$ cat src/design/flash_cmd_pkg.sv
// Package with command codes, status bits, modes and carrier structs of the command decoder
package flash_cmd_pkg;

    // ------------------------------------------------------------
    // Command codes
    // ------------------------------------------------------------
    localparam logic [7:0] CMD_READ_ARRAY = 8'hff;
    localparam logic [7:0] CMD_READ_STATUS = 8'h70;
    localparam logic [7:0] CMD_READ_ID = 8'h90;
    localparam logic [7:0] CMD_QUERY = 8'h98;
    localparam logic [7:0] CMD_CLEAR_STATUS = 8'h50;
    localparam logic [7:0] CMD_PROG_SETUP = 8'h40;
    localparam logic [7:0] CMD_PROG_ALT = 8'h10;
    localparam logic [7:0] CMD_EFP_SETUP = 8'h30;
    localparam logic [7:0] CMD_CONFIRM = 8'hd0;
    localparam logic [7:0] CMD_ERASE_SETUP = 8'h20;
    localparam logic [7:0] CMD_SUSPEND = 8'hb0;
    localparam logic [7:0] CMD_LOCK_SETUP = 8'h60;
    localparam logic [7:0] CMD_LOCK = 8'h01;
    localparam logic [7:0] CMD_LOCK_DOWN = 8'h2f;
    localparam logic [7:0] CMD_SET_CONFIG = 8'h03;
    localparam logic [7:0] CMD_PROT_SETUP = 8'hc0;

    // ------------------------------------------------------------
    // Status register bit positions and reset values
    // ------------------------------------------------------------
    localparam int SR_READY = 7;
    localparam int SR_ERASE_SUSP = 6;
    localparam int SR_ERASE_ERR = 5;
    localparam int SR_PROG_ERR = 4;
    localparam int SR_VPP_ERR = 3;
    localparam int SR_PROG_SUSP = 2;
    localparam int SR_LOCK_ERR = 1;
    localparam logic [7:0] STATUS_RESET = 8'h80;
    localparam logic [15:0] CONFIG_RESET = 16'hffff;  // Async page reads selected

    // ------------------------------------------------------------
    // Per-partition read modes
    // ------------------------------------------------------------
    typedef enum logic [1:0] {
        RD_ARRAY = 2'b00,
        RD_STATUS = 2'b01,
        RD_ID = 2'b10,
        RD_QUERY = 2'b11
    } read_mode_t;

    // Decoder sequence states
    typedef enum logic [2:0] {
        SEQ_IDLE = 3'b000,
        SEQ_PROG = 3'b001,
        SEQ_ERASE = 3'b010,
        SEQ_LOCK = 3'b011,
        SEQ_EFP = 3'b100,
        SEQ_PROT = 3'b101,
        SEQ_EFP_RUN = 3'b110
    } seq_state_t;

    // Write-state-machine activity
    typedef enum logic [1:0] {
        WSM_IDLE = 2'b00,
        WSM_BUSY = 2'b01,
        WSM_SUSP = 2'b10
    } wsm_state_t;

    // Operation start kinds
    typedef enum logic [2:0] {
        OP_NONE = 3'b000,
        OP_PROGRAM = 3'b001,
        OP_ERASE = 3'b010,
        OP_EFP = 3'b011,
        OP_EFP_DATA = 3'b100,
        OP_PROT = 3'b101
    } op_kind_t;

    // Block lock actions
    typedef enum logic [1:0] {
        LK_NONE = 2'b00,
        LK_LOCK = 2'b01,
        LK_UNLOCK = 2'b10,
        LK_DOWN = 2'b11
    } lock_act_t;

    // Host write cycle as seen by the decoder
    typedef struct packed {
        logic [22:0] addr;
        logic [15:0] data;
    } bus_write_t;

    // Operation request handed to the write state machine
    typedef struct packed {
        op_kind_t kind;
        logic [22:0] addr;
        logic [15:0] data;
    } op_req_t;

endpackage

$ cat src/design/flash_command_decoder.sv
// Command user interface decoder for a multi-partition NOR flash
// Notes on behaviour
// - FFh puts partition into array read
// - 70h puts partition into status read
// - Program or erase issue forces status read
// - 90h puts partition into identifier read
// - 98h gives query data on low byte
// - Error bits cleared only by reset or 50h
// - 40h setup, next write programs that word
// - 10h behaves exactly like 40h
// - Status view refreshes only on CE/OE toggle while busy
// - 30h then D0h enters factory program mode
// - Factory program mode ignores all other commands
// - 20h then D0h erases confirm-address block
// - Bad erase confirm sets bits 5,4, status
// - Busy partition takes only status and suspend
// - B0h suspends; bit 7 plus 2 or 6
// - Suspend holds until resume or reset only
// - D0h anywhere resumes suspended operation
// - Bad code after 60h sets bits 5,4
// - 60h then 01h lock, 2Fh down, D0h unlock
// - C0h then next write programs protection
// - 60h then 03h loads config from address
// - Bad second code after 20h, 60h or 30h reports sequence error
// - Reset: array reads, status 80h, async config
`timescale 1ns/1ns

module flash_command_decoder #(
    parameter int PART_BITS = 3,                          // Partition select address bits
    parameter int NUM_PARTS = 8                           // Number of partitions
) (
    input wire logic clock,                               // 250 MHz clock
    input wire logic rst,                                 // Async reset, active high
    input wire logic clk_en,                              // Freezes all state when low
    input wire logic wr_strobe,                           // One-cycle host write strobe
    input wire flash_cmd_pkg::bus_write_t wr_bus,         // Write address and data
    input wire logic ce_oe_toggle,                        // Pulse on CE or OE toggle
    input wire logic op_done,                             // Pulse: algorithm finished
    input wire logic op_prog_fail,                        // With op_done: program failed
    input wire logic op_erase_fail,                       // With op_done: erase failed
    input wire logic op_vpp_fail,                         // With op_done: supply fault
    input wire logic op_lock_fail,                        // With op_done: block locked
    input wire logic [PART_BITS-1:0] rd_part,             // Partition being read
    output flash_cmd_pkg::read_mode_t rd_mode,            // Read mode of rd_part
    output logic [15:0] status_view,                      // Status as presented on reads
    output logic query_low_only,                          // Only DQ[7:0] carry data
    output flash_cmd_pkg::op_req_t op_req,                // Operation request
    output logic op_start,                                // Pulse: start op_req
    output logic op_suspend,                              // Level: algorithm suspended
    output flash_cmd_pkg::lock_act_t lock_act,            // Lock action
    output logic [22:0] lock_addr,                        // Block address of lock action
    output logic lock_start,                              // Pulse: apply lock action
    output logic [15:0] config_out,                       // Configuration register
    output logic efp_mode                                 // Factory program mode active
);

    // ------------------------------------------------------------
    // State declarations
    // ------------------------------------------------------------
    flash_cmd_pkg::read_mode_t mode_reg [NUM_PARTS];      // Read mode per partition
    flash_cmd_pkg::read_mode_t mode_next [NUM_PARTS];
    flash_cmd_pkg::seq_state_t seq_reg, seq_next;         // Two-cycle sequence state
    flash_cmd_pkg::wsm_state_t wsm_reg, wsm_next;         // Algorithm activity
    logic [PART_BITS-1:0] busy_part_reg, busy_part_next;  // Partition running an op
    logic susp_erase_reg, susp_erase_next;                // Current op is an erase
    logic [7:0] status_reg, status_next;                  // Status register
    logic [7:0] view_reg, view_next;                      // Snapshot shown on reads
    logic [15:0] config_reg, config_next;                 // Configuration register
    flash_cmd_pkg::op_req_t req_reg, req_next;            // Latched request
    logic start_reg, start_next;                          // Start pulse
    flash_cmd_pkg::lock_act_t lact_reg, lact_next;        // Lock action
    logic [22:0] laddr_reg, laddr_next;                   // Lock address
    logic lstart_reg, lstart_next;                        // Lock pulse

    // Decode of the partition addressed by a write
    function automatic logic [PART_BITS-1:0] part_of(input logic [22:0] a);
        part_of = a[22 -: PART_BITS];
    endfunction

    // Codes that start a two-cycle sequence
    function automatic logic is_setup(input logic [7:0] c);
        is_setup = (c == flash_cmd_pkg::CMD_PROG_SETUP) || (c == flash_cmd_pkg::CMD_PROG_ALT)
            || (c == flash_cmd_pkg::CMD_ERASE_SETUP) || (c == flash_cmd_pkg::CMD_LOCK_SETUP)
            || (c == flash_cmd_pkg::CMD_EFP_SETUP) || (c == flash_cmd_pkg::CMD_PROT_SETUP);
    endfunction

    // ------------------------------------------------------------
    // Command decode
    // ------------------------------------------------------------
    // Computes the next state of every group from one write cycle
    always_comb begin
        logic [7:0] code;
        logic [PART_BITS-1:0] wp;
        logic seq_err;
        logic done;
        code = wr_bus.data[7:0];
        wp = part_of(wr_bus.addr);
        seq_err = 1'b0;
        done = op_done && wsm_reg == flash_cmd_pkg::WSM_BUSY;
        mode_next = mode_reg;
        seq_next = seq_reg;
        wsm_next = wsm_reg;
        busy_part_next = busy_part_reg;
        susp_erase_next = susp_erase_reg;
        status_next = status_reg;
        view_next = view_reg;
        config_next = config_reg;
        req_next = req_reg;
        start_next = 1'b0;
        lact_next = lact_reg;
        laddr_next = laddr_reg;
        lstart_next = 1'b0;
        // Algorithm completion sets error bits, never clears them
        if (done) begin
            wsm_next = flash_cmd_pkg::WSM_IDLE;
            status_next[flash_cmd_pkg::SR_READY] = 1'b1;
            status_next[flash_cmd_pkg::SR_PROG_ERR] = status_reg[flash_cmd_pkg::SR_PROG_ERR]
                | op_prog_fail;
            status_next[flash_cmd_pkg::SR_ERASE_ERR] = status_reg[flash_cmd_pkg::SR_ERASE_ERR]
                | op_erase_fail;
            status_next[flash_cmd_pkg::SR_VPP_ERR] = status_reg[flash_cmd_pkg::SR_VPP_ERR]
                | op_vpp_fail;
            status_next[flash_cmd_pkg::SR_LOCK_ERR] = status_reg[flash_cmd_pkg::SR_LOCK_ERR]
                | op_lock_fail;
            if (seq_reg == flash_cmd_pkg::SEQ_EFP_RUN && !wr_strobe) begin
                seq_next = flash_cmd_pkg::SEQ_IDLE;
            end
        end
        if (wr_strobe) begin
            unique case (seq_reg)
                // Second cycle of word program: capture and start
                flash_cmd_pkg::SEQ_PROG: begin
                    req_next = '{flash_cmd_pkg::OP_PROGRAM, wr_bus.addr, wr_bus.data};
                    start_next = 1'b1;
                    seq_next = flash_cmd_pkg::SEQ_IDLE;
                end
                // Second cycle of protection program
                flash_cmd_pkg::SEQ_PROT: begin
                    req_next = '{flash_cmd_pkg::OP_PROT, wr_bus.addr, wr_bus.data};
                    start_next = 1'b1;
                    seq_next = flash_cmd_pkg::SEQ_IDLE;
                end
                // Erase confirm or sequence error
                flash_cmd_pkg::SEQ_ERASE: begin
                    seq_next = flash_cmd_pkg::SEQ_IDLE;
                    if (code == flash_cmd_pkg::CMD_CONFIRM) begin
                        req_next = '{flash_cmd_pkg::OP_ERASE, wr_bus.addr, wr_bus.data};
                        start_next = 1'b1;
                    end else begin
                        seq_err = 1'b1;
                    end
                end
                // Second code decides lock versus configuration
                flash_cmd_pkg::SEQ_LOCK: begin
                    seq_next = flash_cmd_pkg::SEQ_IDLE;
                    laddr_next = wr_bus.addr;
                    if (code == flash_cmd_pkg::CMD_LOCK) begin
                        lact_next = flash_cmd_pkg::LK_LOCK;
                        lstart_next = 1'b1;
                    end else if (code == flash_cmd_pkg::CMD_LOCK_DOWN) begin
                        lact_next = flash_cmd_pkg::LK_DOWN;
                        lstart_next = 1'b1;
                    end else if (code == flash_cmd_pkg::CMD_CONFIRM) begin
                        lact_next = flash_cmd_pkg::LK_UNLOCK;
                        lstart_next = 1'b1;
                    end else if (code == flash_cmd_pkg::CMD_SET_CONFIG) begin
                        config_next = wr_bus.addr[15:0];
                        mode_next[wp] = flash_cmd_pkg::RD_ARRAY;
                    end else begin
                        seq_err = 1'b1;
                    end
                end
                // Factory program confirm
                flash_cmd_pkg::SEQ_EFP: begin
                    if (code == flash_cmd_pkg::CMD_CONFIRM) begin
                        req_next = '{flash_cmd_pkg::OP_EFP, wr_bus.addr, wr_bus.data};
                        start_next = 1'b1;
                        seq_next = flash_cmd_pkg::SEQ_EFP_RUN;
                    end else begin
                        seq_err = 1'b1;
                        seq_next = flash_cmd_pkg::SEQ_IDLE;
                    end
                end
                // Factory program: every write is data, codes ignored
                flash_cmd_pkg::SEQ_EFP_RUN: begin
                    req_next = '{flash_cmd_pkg::OP_EFP_DATA, wr_bus.addr, wr_bus.data};
                    start_next = 1'b1;
                end
                // Single-cycle commands and setups
                flash_cmd_pkg::SEQ_IDLE: begin
                    if (code == flash_cmd_pkg::CMD_SUSPEND
                            && wsm_reg == flash_cmd_pkg::WSM_BUSY) begin
                        wsm_next = flash_cmd_pkg::WSM_SUSP;
                        status_next[flash_cmd_pkg::SR_READY] = 1'b1;
                        status_next[flash_cmd_pkg::SR_ERASE_SUSP] = susp_erase_reg;
                        status_next[flash_cmd_pkg::SR_PROG_SUSP] = !susp_erase_reg;
                    end else if (code == flash_cmd_pkg::CMD_CONFIRM
                            && wsm_reg == flash_cmd_pkg::WSM_SUSP) begin
                        wsm_next = flash_cmd_pkg::WSM_BUSY;
                        status_next[flash_cmd_pkg::SR_READY] = 1'b0;
                        status_next[flash_cmd_pkg::SR_ERASE_SUSP] = 1'b0;
                        status_next[flash_cmd_pkg::SR_PROG_SUSP] = 1'b0;
                    end else if (code == flash_cmd_pkg::CMD_READ_STATUS) begin
                        mode_next[wp] = flash_cmd_pkg::RD_STATUS;
                    end else if (wsm_reg == flash_cmd_pkg::WSM_BUSY && wp == busy_part_reg) begin
                        mode_next[wp] = mode_reg[wp];
                    end else if (code == flash_cmd_pkg::CMD_READ_ARRAY) begin
                        mode_next[wp] = flash_cmd_pkg::RD_ARRAY;
                    end else if (code == flash_cmd_pkg::CMD_READ_ID) begin
                        mode_next[wp] = flash_cmd_pkg::RD_ID;
                    end else if (code == flash_cmd_pkg::CMD_QUERY) begin
                        mode_next[wp] = flash_cmd_pkg::RD_QUERY;
                    end else if (code == flash_cmd_pkg::CMD_CLEAR_STATUS) begin
                        status_next[flash_cmd_pkg::SR_ERASE_ERR] = done && op_erase_fail;
                        status_next[flash_cmd_pkg::SR_PROG_ERR] = done && op_prog_fail;
                        status_next[flash_cmd_pkg::SR_VPP_ERR] = done && op_vpp_fail;
                        status_next[flash_cmd_pkg::SR_LOCK_ERR] = done && op_lock_fail;
                    end else if (is_setup(code) && wsm_reg == flash_cmd_pkg::WSM_IDLE) begin
                        mode_next[wp] = flash_cmd_pkg::RD_STATUS;
                        unique case (code)
                            flash_cmd_pkg::CMD_PROG_SETUP,
                            flash_cmd_pkg::CMD_PROG_ALT: seq_next = flash_cmd_pkg::SEQ_PROG;
                            flash_cmd_pkg::CMD_ERASE_SETUP: seq_next = flash_cmd_pkg::SEQ_ERASE;
                            flash_cmd_pkg::CMD_LOCK_SETUP: seq_next = flash_cmd_pkg::SEQ_LOCK;
                            flash_cmd_pkg::CMD_EFP_SETUP: seq_next = flash_cmd_pkg::SEQ_EFP;
                            default: seq_next = flash_cmd_pkg::SEQ_PROT;
                        endcase
                    end
                end
                default: seq_next = flash_cmd_pkg::SEQ_IDLE;
            endcase
            // A started algorithm marks its partition busy in status read
            if (start_next) begin
                wsm_next = flash_cmd_pkg::WSM_BUSY;
                busy_part_next = wp;
                susp_erase_next = (req_next.kind == flash_cmd_pkg::OP_ERASE);
                status_next[flash_cmd_pkg::SR_READY] = 1'b0;
                mode_next[wp] = flash_cmd_pkg::RD_STATUS;
            end
            // Sequence error: erase and program error bits, status read
            if (seq_err) begin
                status_next[flash_cmd_pkg::SR_ERASE_ERR] = 1'b1;
                status_next[flash_cmd_pkg::SR_PROG_ERR] = 1'b1;
                mode_next[wp] = flash_cmd_pkg::RD_STATUS;
            end
        end
        // Presented status refreshes only on a CE or OE toggle while busy
        if (wsm_reg != flash_cmd_pkg::WSM_BUSY || ce_oe_toggle) begin
            view_next = status_next;
        end
    end

    // ------------------------------------------------------------
    // Registers
    // ------------------------------------------------------------
    // Registers all decoder state; reset restores defaults
    always_ff @(posedge clock or posedge rst) begin
        if (rst) begin
            for (int i = 0; i < NUM_PARTS; i++) begin
                mode_reg[i] <= flash_cmd_pkg::RD_ARRAY;
            end
            seq_reg <= flash_cmd_pkg::SEQ_IDLE;
            wsm_reg <= flash_cmd_pkg::WSM_IDLE;
            busy_part_reg <= '0;
            susp_erase_reg <= 1'b0;
            status_reg <= flash_cmd_pkg::STATUS_RESET;
            view_reg <= flash_cmd_pkg::STATUS_RESET;
            config_reg <= flash_cmd_pkg::CONFIG_RESET;
            req_reg <= '0;
            start_reg <= 1'b0;
            lact_reg <= flash_cmd_pkg::LK_NONE;
            laddr_reg <= '0;
            lstart_reg <= 1'b0;
        end else if (clk_en) begin
            mode_reg <= mode_next;
            seq_reg <= seq_next;
            wsm_reg <= wsm_next;
            busy_part_reg <= busy_part_next;
            susp_erase_reg <= susp_erase_next;
            status_reg <= status_next;
            view_reg <= view_next;
            config_reg <= config_next;
            req_reg <= req_next;
            start_reg <= start_next;
            lact_reg <= lact_next;
            laddr_reg <= laddr_next;
            lstart_reg <= lstart_next;
        end
    end

    // ------------------------------------------------------------
    // Outputs
    // ------------------------------------------------------------
    assign rd_mode = mode_reg[rd_part];
    assign status_view = {8'h00, view_reg};
    assign query_low_only = (mode_reg[rd_part] == flash_cmd_pkg::RD_QUERY);
    assign op_req = req_reg;
    assign op_start = start_reg;
    assign op_suspend = (wsm_reg == flash_cmd_pkg::WSM_SUSP);
    assign lock_act = lact_reg;
    assign lock_addr = laddr_reg;
    assign lock_start = lstart_reg;
    assign config_out = config_reg;
    assign efp_mode = (seq_reg == flash_cmd_pkg::SEQ_EFP_RUN);

endmodule

$ cat config.mk
export PLATFORM = sky130hd
export DESIGN_NAME = flash_command_decoder
export DESIGN_NICKNAME = d
export VERILOG_FILES = /design/src/design/flash_cmd_pkg.sv /design/src/design/flash_command_decoder.sv
export SDC_FILE = /design/constraint.sdc
export NUM_CORES = 1
export LEC_CHECK = 0
export ABC_AREA = 0
export BUFFER_PORTS_ARGS = -buffer_cell sky130_fd_sc_hd__clkbuf_2
export CORE_ASPECT_RATIO = 1.2
export CORE_MARGIN = 2
export CORE_UTILIZATION = 45
export CTS_BUF_LIST = sky130_fd_sc_hd__clkbuf_16
export CTS_CLUSTER_DIAMETER = 100
export DETAILED_ROUTE_END_ITERATION = 12
export GPL_ROUTABILITY_DRIVEN = 1
export PLACE_DENSITY = 0.8
export SYNTH_ARGS = -nofsm -noshare
export SYNTH_HDL_FRONTEND = slang
export SYNTH_SLANG_ARGS = --single-unit
$ cat constraint.sdc
create_clock -name clock -period 5.1 [get_ports clock]
set_clock_uncertainty 0.15 [all_clocks]
set_input_delay 0.255 -clock clock [delete_from_list [all_inputs] [get_ports clock]]
set_output_delay 0.255 -clock clock [all_outputs]
set_load 0.005 [all_outputs]
==> results of run 1 <==
stage by stage:
step / cells / setup slack (ns)
final: 1014 / 2.20
after global routing: 1014 / 1.94
after CTS: 1014 / 2.26
after detailed placement: 950 / 2.29
after global placement: 950 / 2.35
after floorplan: 671 / 1.43
cell usage in the layout, fill, tap and decap left out, types with 4 or more instances in the layout:
cell type,netlist,final
a22oi_1,4,4
or3_1,5,5
inv_1,13,14
nand3b_1,4,4
nand3_1,17,17
nand2b_1,6,6
a32o_1,4,4
nand2_1,123,123
and3_1,6,6
a21oi_1,25,25
a22o_1,6,6
dlygate4sd3_1,0,32
nor2b_1,6,6
and2_1,6,6
or2_2,4,4
nor3_1,9,9
clkinv_1,0,4
mux2_2,38,38
nor2_1,27,26
clkbuf_16,0,17
mux2_4,16,16
and4_1,4,4
nand4_1,7,7
bufinv_16,0,4
mux4_2,4,4
a31oi_1,8,8
a211oi_1,4,4
clkbuf_2,0,148
a21o_1,6,6
o211ai_1,10,10
dfrtp_1,106,106
o21ai_0,63,63
dfstp_2,18,18
conb_1,1,9
critical path, stage by stage, from the launching register on:
cell and delay (ns):
dfrtp_1 0.67, nand3_1 0.49, nor2_2 0.22, buf_4 0.32, nand2_1 0.50, mux2_2 0.46
metal layers:
metal  vias to the layer above  track usage, %  wire length (µm)
met4                         0            10.1               476
met2                       263            41.5              9370
met1                      2879            31.3              8060
met3                        46            6.91              1250
li1                       2726               -                 -
met5                         -               0                 0
worst min-delay path by stage:
stage / startpoint / end / slack (ns) / cells after the start
finish: op_prog_fail / view_reg[4] / 0.02 / 3
CTS: wr_bus[1] / op_req[1] / 0.02 / 3
global placement: rst / lock_addr[7] / 0.30 / 2
global route: op_prog_fail / status_reg[4] / 0.02 / 3
detailed placement: rst / op_req[23] / 0.30 / 2
floorplan: wr_bus[16] / lock_addr[0] / 0.21 / 2
cell families (layout without fill, tap and decap cells):
logic type | count (synthesis) | count (layout) | share of synthesized area [%]
XOR/XNOR | 3 | 3 | 0.402
other | 1 | 9 | 0.0574
multiplexers | 59 | 59 | 11.8
buffers and inverters | 60 | 228 | 4.42
flip-flops | 124 | 124 | 47.8
AO/OA/AOI/OAI | 173 | 173 | 17.2
AND/OR/NAND/NOR | 243 | 243 | 18.3
report_power, final:
group	switching (mW)	internal (mW)	total, mW	leakage [nW]
registers	0.112	1.14	1.25	1.55
logic	0.254	0.289	0.544	2.12
clock network	0.442	0.806	1.25	0.299
area by class of cell:
class	count	area [µm²]	area share [%]
sequential	124	3130	37.9
tap	175	219	2.66
timing repair buffer	183	1080	13.2
inverter	13	51.3	0.623
clock buffer	17	425	5.16
clock inverter	15	181	2.20
multi-input combinational	487	3150	38.3
==> summary by stage, run 1 <==
CTS
The H-tree level count is 4. The number of hold buffers added after CTS was 32. The clock reaches the later pin of the worst-skew pair after 0.43 ns. The CTS sink count is 124.

The number of gates resized after cts is 0. Clock-pin slew was measured on the worst setup and hold paths at 0.06 ns. The TritonCTS buffer count is 17. The clock root buffer is clkbuf_16.

The clock tree from TritonCTS is yes. In this run the post-CTS setup repair buffer count came out at 0. In this run the deepest clock path goes through 2 buffers.

Setup path
In this run the critical register-to-register path is captured at config_out[11]. The number of cells on the worst reg-to-reg path is 5. For the worst setup path, the data arrival time is 3.10 ns. The destination of the critical timing path is config_out[11]. The slack of the worst reg-to-reg path is 2.20 ns. The worst setup path is launched from a register. STA classifies the critical path endpoint as a register. The worst register-to-register path begins at seq_reg[1]. The critical path starts at seq_reg[1]. The critical path is of the register to register type. The required time at the endpoint of the critical path is 5.30 ns. Of all nets on the critical path, the largest fanout is 25.

Synthesis
Summed over its instances, the top area cell type makes up 40.6% of the synthesized netlist area. The count of flip-flops with a built-in enable after synthesis is 0. The mean area per synthesized cell is 9.85 µm². Summed over all instances, the cell type with the most area after synthesis is dfrtp_1. In the synthesized netlist the dominant register cell turns out to be dfrtp_1.

The leading cell type by number of instances after synthesis is nand2_1. Counting instances in the post-synthesis netlist gives the leading cell types as nand2_1 (123), dfrtp_1 (106), o21ai_0 (63). The share of synthesized area occupied by flip-flops and latches is 47.8%. The distinct cell type count after synthesis is 71. The fraction of registers with async set or reset after synthesis is 100%.

After synthesis, the cell types taking the most area are dfrtp_1 (41%), dfstp_2 (7.2%), nand2_1 (7.1%), mux2_2 (6.5%), o21ai_0 (4.8%). The number of synthesized register bits is 124. In this run the cell area of the synthesized design comes to 6530 µm². Synthesis produced 663 cells. The total number of yosys warnings is 0.

Power
The leakage power figure is 3.97 nW. The total power draw is 3.05 mW. The maximum resistive drop on vdd is 0.000345 V.

For this design the ratio of total power to cell area is 370 nW/µm².

Timing
The hold violation count in the final report is 0. Setup repair after global routing left no endpoint under its margin. The number of pins with negative max-slew slack in the final report came to 0. The final critical delay including setup and external delays is 2.90 ns. The aggregate negative setup slack is 0 ns. Timing would allow up to 344 MHz. The normalized max-slew margin is 23.5%.

The number of endpoints failing setup at the final stage is 0. For the pin with the worst max-slew slack, the measured transition is 1.14 ns. The period utilization is 56.9%. The final-layout worst hold slack is 0.0201 ns.

Detailed routing
The remaining antenna violation count is 0. The first detailed-routing pass took 6 iterations. For this block, the routed nets add up to 19200 µm of wire. In the routed layout, each cell is associated on average with a via count of 5.83. After detailed routing, the average wire length per cell comes to 18.9 µm. For this run, design rule violations remaining after detail routing come to 0. The initial DRC count is 582. The count of vias placed by the detailed router is 5914.

Floorplan
The number of placement rows is 48. The starting density of the core is 45.7%. After floorplanning, the core was sized to cover 14300 µm². The boundary pin count is 158. The die extent in x is 114 µm. The floorplan die area is 15500 µm². The vertical extent of the die is 136 µm.

GRT
The remaining global-route overflow is 0. The initial antenna violation count is 0. The wire length of the first global-routing pass is 30400 µm. The overall routing resource usage is 25.2%. The maximum number of pins on one net before global-route repair is 64. The number of global-route vias before repair was 5880.

Cells and area
The post-route netlist has 31.9% of its cells at a drive strength greater than 1. After the last flow step, the layout net total stands at 878. The register with the most flip-flops in the layout has 42 of them. Counting the fill cells in the layout gives 1201.

The area growth from synthesis to layout is 26.1%. After routing the design area is 8240 µm². The number of antenna repair diodes is 0.

Cells fill 57.6% of the core in the end.

Flow run
The tool flagged a number of max-cap violations equal to 0.

Place
The congestion estimate from routability-driven global placement came to 0.992. The instance area after placement is 7310 µm². Detailed placement ended at an HPWL of 12500 µm. Input and output buffers added on the ports amount to 148.

Outcome
The run finished with clean final reports.

Worst hold path
The class of the most critical hold timing path is input pin to register.
No activity file was read; power rests on OpenSTA's default activity.
==> inputs of run 2 (changes only) <==
--- a/config.mk
+++ b/config.mk
@@ -5,7 +5,7 @@
 export SDC_FILE = /design/constraint.sdc
 export NUM_CORES = 1
 export LEC_CHECK = 0
-export ABC_AREA = 0
+export ABC_AREA = 1
 export BUFFER_PORTS_ARGS = -buffer_cell sky130_fd_sc_hd__clkbuf_2
 export CORE_ASPECT_RATIO = 1.2
 export CORE_MARGIN = 2
@@ -14,7 +14,7 @@
 export CTS_CLUSTER_DIAMETER = 100
 export DETAILED_ROUTE_END_ITERATION = 12
 export GPL_ROUTABILITY_DRIVEN = 1
-export PLACE_DENSITY = 0.8
+export PLACE_DENSITY = 0.82
 export SYNTH_ARGS = -nofsm -noshare
 export SYNTH_HDL_FRONTEND = slang
 export SYNTH_SLANG_ARGS = --single-unit
==> constraint.sdc (replaced) <==
create_clock -name clock -period 2.6 [get_ports clock]
set_clock_uncertainty 0.15 [all_clocks]
set_input_delay 0.13 -clock clock [delete_from_list [all_inputs] [get_ports clock]]
set_output_delay 0.13 -clock clock [all_outputs]
set_load 0.005 [all_outputs]
==> run 2 against run 1 <==
  * Via count rose by 24%
  * Flip-flop and latch count stayed put
  * Final cell count increased by 35%
  * Global-route usage is 0.95 points higher
  * Non-clock buffer count up 23
==> summary by stage, run 2 <==
Setup path
The worst setup path is captured at a register. The largest stage delay on the critical path came to 0.56 ns (-0.11 ns). The maximum fanout encountered on the critical timing path came to 70 (+180%). The critical path arrival was 2.47 ns (-0.63 ns). The master of the slowest instance on the critical path is dlygate4sd3_1. The critical path in this run is classified as input pin to register. The critical path goes through dlygate4sd3_1, clkbuf_2, inv_1, nand2_2, nor2_8, nand3_4, nor2_4, nor2_8, nor2_4, inv_2, buf_12, nand2_1, o21ai_1. The worst setup path is launched from an input pin. The required time at the endpoint of the critical path is 2.75 ns (-2.55 ns).

Synthesis
Sorting the synthesized cells by area gives the leading types as dfrtp_1 (38%), nand2_1 (17%), dfstp_2 (6.8%), o21ai_1 (5.3%), o21ai_0 (4.5%). The leading cell type by number of instances after synthesis is nand2_1. The number of synthesized register bits is 124 (unchanged). The cell count after synthesis is 950 (+43%). The combined area of all synthesized cells was 6950 µm² (+6.3%). In the synthesized netlist the dominant register cell turns out to be dfrtp_1. The mean area per synthesized cell is 7.31 µm² (-26%). The total number of yosys warnings is 0 (unchanged).

Counting instances in the post-synthesis netlist gives the leading cell types as nand2_1 (315), dfrtp_1 (106), inv_1 (83). The share of synthesized area occupied by flip-flops and latches is 45.0% (-2.8 points). The count of flip-flops with a built-in enable after synthesis came to 0 (unchanged). The portion of synthesized cell area occupied by the leading cell type is 38.2% (-2.4 points).

The distinct cell type count after synthesis is 43 (-39%). The fraction of registers with async set or reset after synthesis is 100% (unchanged). The biggest area consumer among synthesized cells is dfrtp_1.

Flow run
The max-cap violation count was 0 (unchanged).

Cells and area
The multi-input gate area in the final layout came to 3260 µm² (+3.4%). The flip-flop count of the largest register, all copies and words added is 42 (unchanged). The area growth from synthesis to layout is 28.7%.

The total of fill cells in the finished design came to 1302 (+8.4%). The number of nets in the layout is 1200 (+37%). The commonest non-fill, non-tap cell in the layout is nand2_1. The top cell types in the final layout, fill and taps aside, are nand2_1 (315), clkbuf_2 (148), dfrtp_1 (106). The share of cells above drive strength 1 is 23.2% (-8.8 points). The sequential cell area in the final layout is 3130 µm² (unchanged). The fraction of the core area covered by cells at the end of the flow came to 59.5% (+1.9 points). The number of antenna repair diodes came to 0 (unchanged).

Place
The number of input and output port buffers inserted is 148 (unchanged). The final HPWL from detailed placement is 14700 µm (+18%). The last weighted congestion value of the routability-driven placer came to 1.02 (+2.8%). The worst setup timing slack at the placement stage is 0.408 ns (-1.88 ns).

Timing
The number of endpoints failing setup at the final stage was 0 (unchanged). Setup repair after global routing left no endpoint under its margin. The slew at the pin closest to its max-slew limit is 0.790 ns (-0.345 ns).

The aggregate negative setup slack was 0 ns (unchanged). In the finished design, the share of the clock period the worst path needs comes to 89.4%. The number of pins with negative max-slew slack in the final report is 0 (unchanged).

The final critical delay including setup and external delays is 2.33 ns. The achievable frequency is 430 MHz. The final worst setup slack is 0.275 ns (-1.92 ns).

The normalized max-slew margin came to 47.3% (+24 points). The hold violation count in the final report is 0 (unchanged). The final-layout worst hold slack came to 0.0274 ns (+0.00735 ns).

Floorplan
The vertical extent of the die was 140 µm (+3.0%). The starting density of the core came to 46.2% (+0.54 points). The floorplan die area was 16500 µm² (+6.1%).

The die extent in x is 117 µm (+3.0%). The core area came to 15000 µm² (+5.1%). The number of placement rows was 49 (+2.1%). The boundary pin count is 158 (unchanged).

CTS
The post-CTS clock slew at the launch and capture registers of the worst setup and hold paths is 0.06 ns (about the same). The number of gates resized after cts was 0 (unchanged). The maximum clock path buffer count is 2 (unchanged). The clock root buffer is clkbuf_16.

The TritonCTS buffer count came to 17 (unchanged). The CTS sink count is 124 (unchanged). TritonCTS built the clock tree. The H-tree level count is 4 (unchanged). The source-to-sink clock delay at the later pin of the worst-skew pair is 0.41 ns (-0.02 ns).

Worst hold path
The class of the most critical hold timing path is input pin to register.

Power
The switching power of the nets came to 2.51 mW (+210%). The net switching share of the total power is 35.5% (+9.0 points). The internal portion of total power was 4.57 mW (+100%). The clock network power share was 32.2% (-8.8 points). The maximum resistive drop on vdd came to 0.000559 V (+62%).

The leakage power figure is 4.73 nW (+19%). The part of the total power dissipated in combinational logic is 28.0% (+10 points). The total power per unit cell area was 792 nW/µm² (+110%). The sequential fraction of design power is 39.8% (-1.4 points). The total power draw is 7.08 mW (+130%).

Outcome
The flow ran to the end, and the final reports show no timing, DRC or antenna violations.

GRT
The maximum number of pins on one net before global-route repair is 71 (+11%). The number of global-route vias before repair came to 6978 (+19%). The initial antenna violation count is 0 (unchanged). The wire length of the first global-routing pass is 34600 µm (+14%). The remaining global-route overflow is 0 (unchanged). The overall routing resource usage was 26.1% (+0.95 points).

Detailed routing
The remaining antenna violation count is 0 (unchanged). The iteration count of the initial detailed-routing pass is 7 (+1). The per-cell routed wire length was 15.8 µm (-16%). The count of vias placed by the detailed router is 7325 (+24%). The total routed wirelength came to 21500 µm (+12%). The initial DRC count is 636 (+9.3%). The via density per instance is 5.37 (-8.0%). The remaining design rule violation count was 0 (unchanged).
-- run 2: final timing paths --
check | start | end | slack, ns | cells after the start
setup / recovery | wr_bus[1] | op_req[32] | 0.27 | 13
hold / removal | wr_bus[4] | op_req[4] | 0.03 | 3
setup reg to reg | wsm_reg[1] | mode_reg[3] | 0.34 | 11
hold reg to reg | config_out[13] | config_out[13] | 0.32 | 2
max in group asynchronous | rst | config_out[13] | 1.30 | 4
min in group asynchronous | rst | op_req[32] | 0.24 | 3
-- run 2: layout make-up --
type                            instances  share of cell area, %
Tap cell                              204                   2.86
Inverter                              107                   4.54
Clock inverter                         15                   1.55
Clock buffer                           17                   4.76
Multi-Input combinational cell        692                   36.5
Sequential cell                       124                   35.0
Timing Repair Buffer                  206                   14.9
-- run 2: cell families after synthesis --
| kind of cell | count (synthesis) | synth area share, % |
|---|---|---|
| xor+xnor | 2 | 0.252 |
| other cells | 1 | 0.0540 |
| simple gates | 464 | 29.0 |
| compound gates | 216 | 17.0 |
| buf+inv | 142 | 8.52 |
| flops | 124 | 45.0 |
| mux | 1 | 0.162 |
-- run 2: stage by stage --
step,instances,area [µm²]
3_5_place_dp,1287,7910
4_1_cts,1365,8940
5_1_grt,1365,8940
2_1_floorplan,958,6980
6_report,1365,8940
3_3_place_gp,1287,7910
-- run 2: what timing repair did --
action                                 CTS  global route
endpoints found under the hold margin  114             0
setup endpoints to repair                0             0
setup buffers                            0             0
hold buffers                            46             0
-- run 2: power by group through the flow --
stage	Clock [mW]	Sequential, mW	Combinational, mW
final	2.28	2.82	1.98
after global routing	2.40	2.86	2.21
after floorplan	0	2.77	1.13
after detailed placement	0	2.81	1.89
after CTS	2.31	2.79	1.96
after global placement	0	2.81	1.84
-- run 2: layer usage --
layer | global-route usage, % | share of wire, %
met1 | 30.6 | 38
met2 | 44.5 | 49
met5 | 0 | 0
met4 | 14.5 | 4.6
met3 | 5.90 | 8.6
-- run 2: critical path, delay by kind of cell --
kind / cells / cell delay, ns
compound gates: 1 / 0.08
simple gates: 7 / 1.13
buf+inv: 5 / 1.08
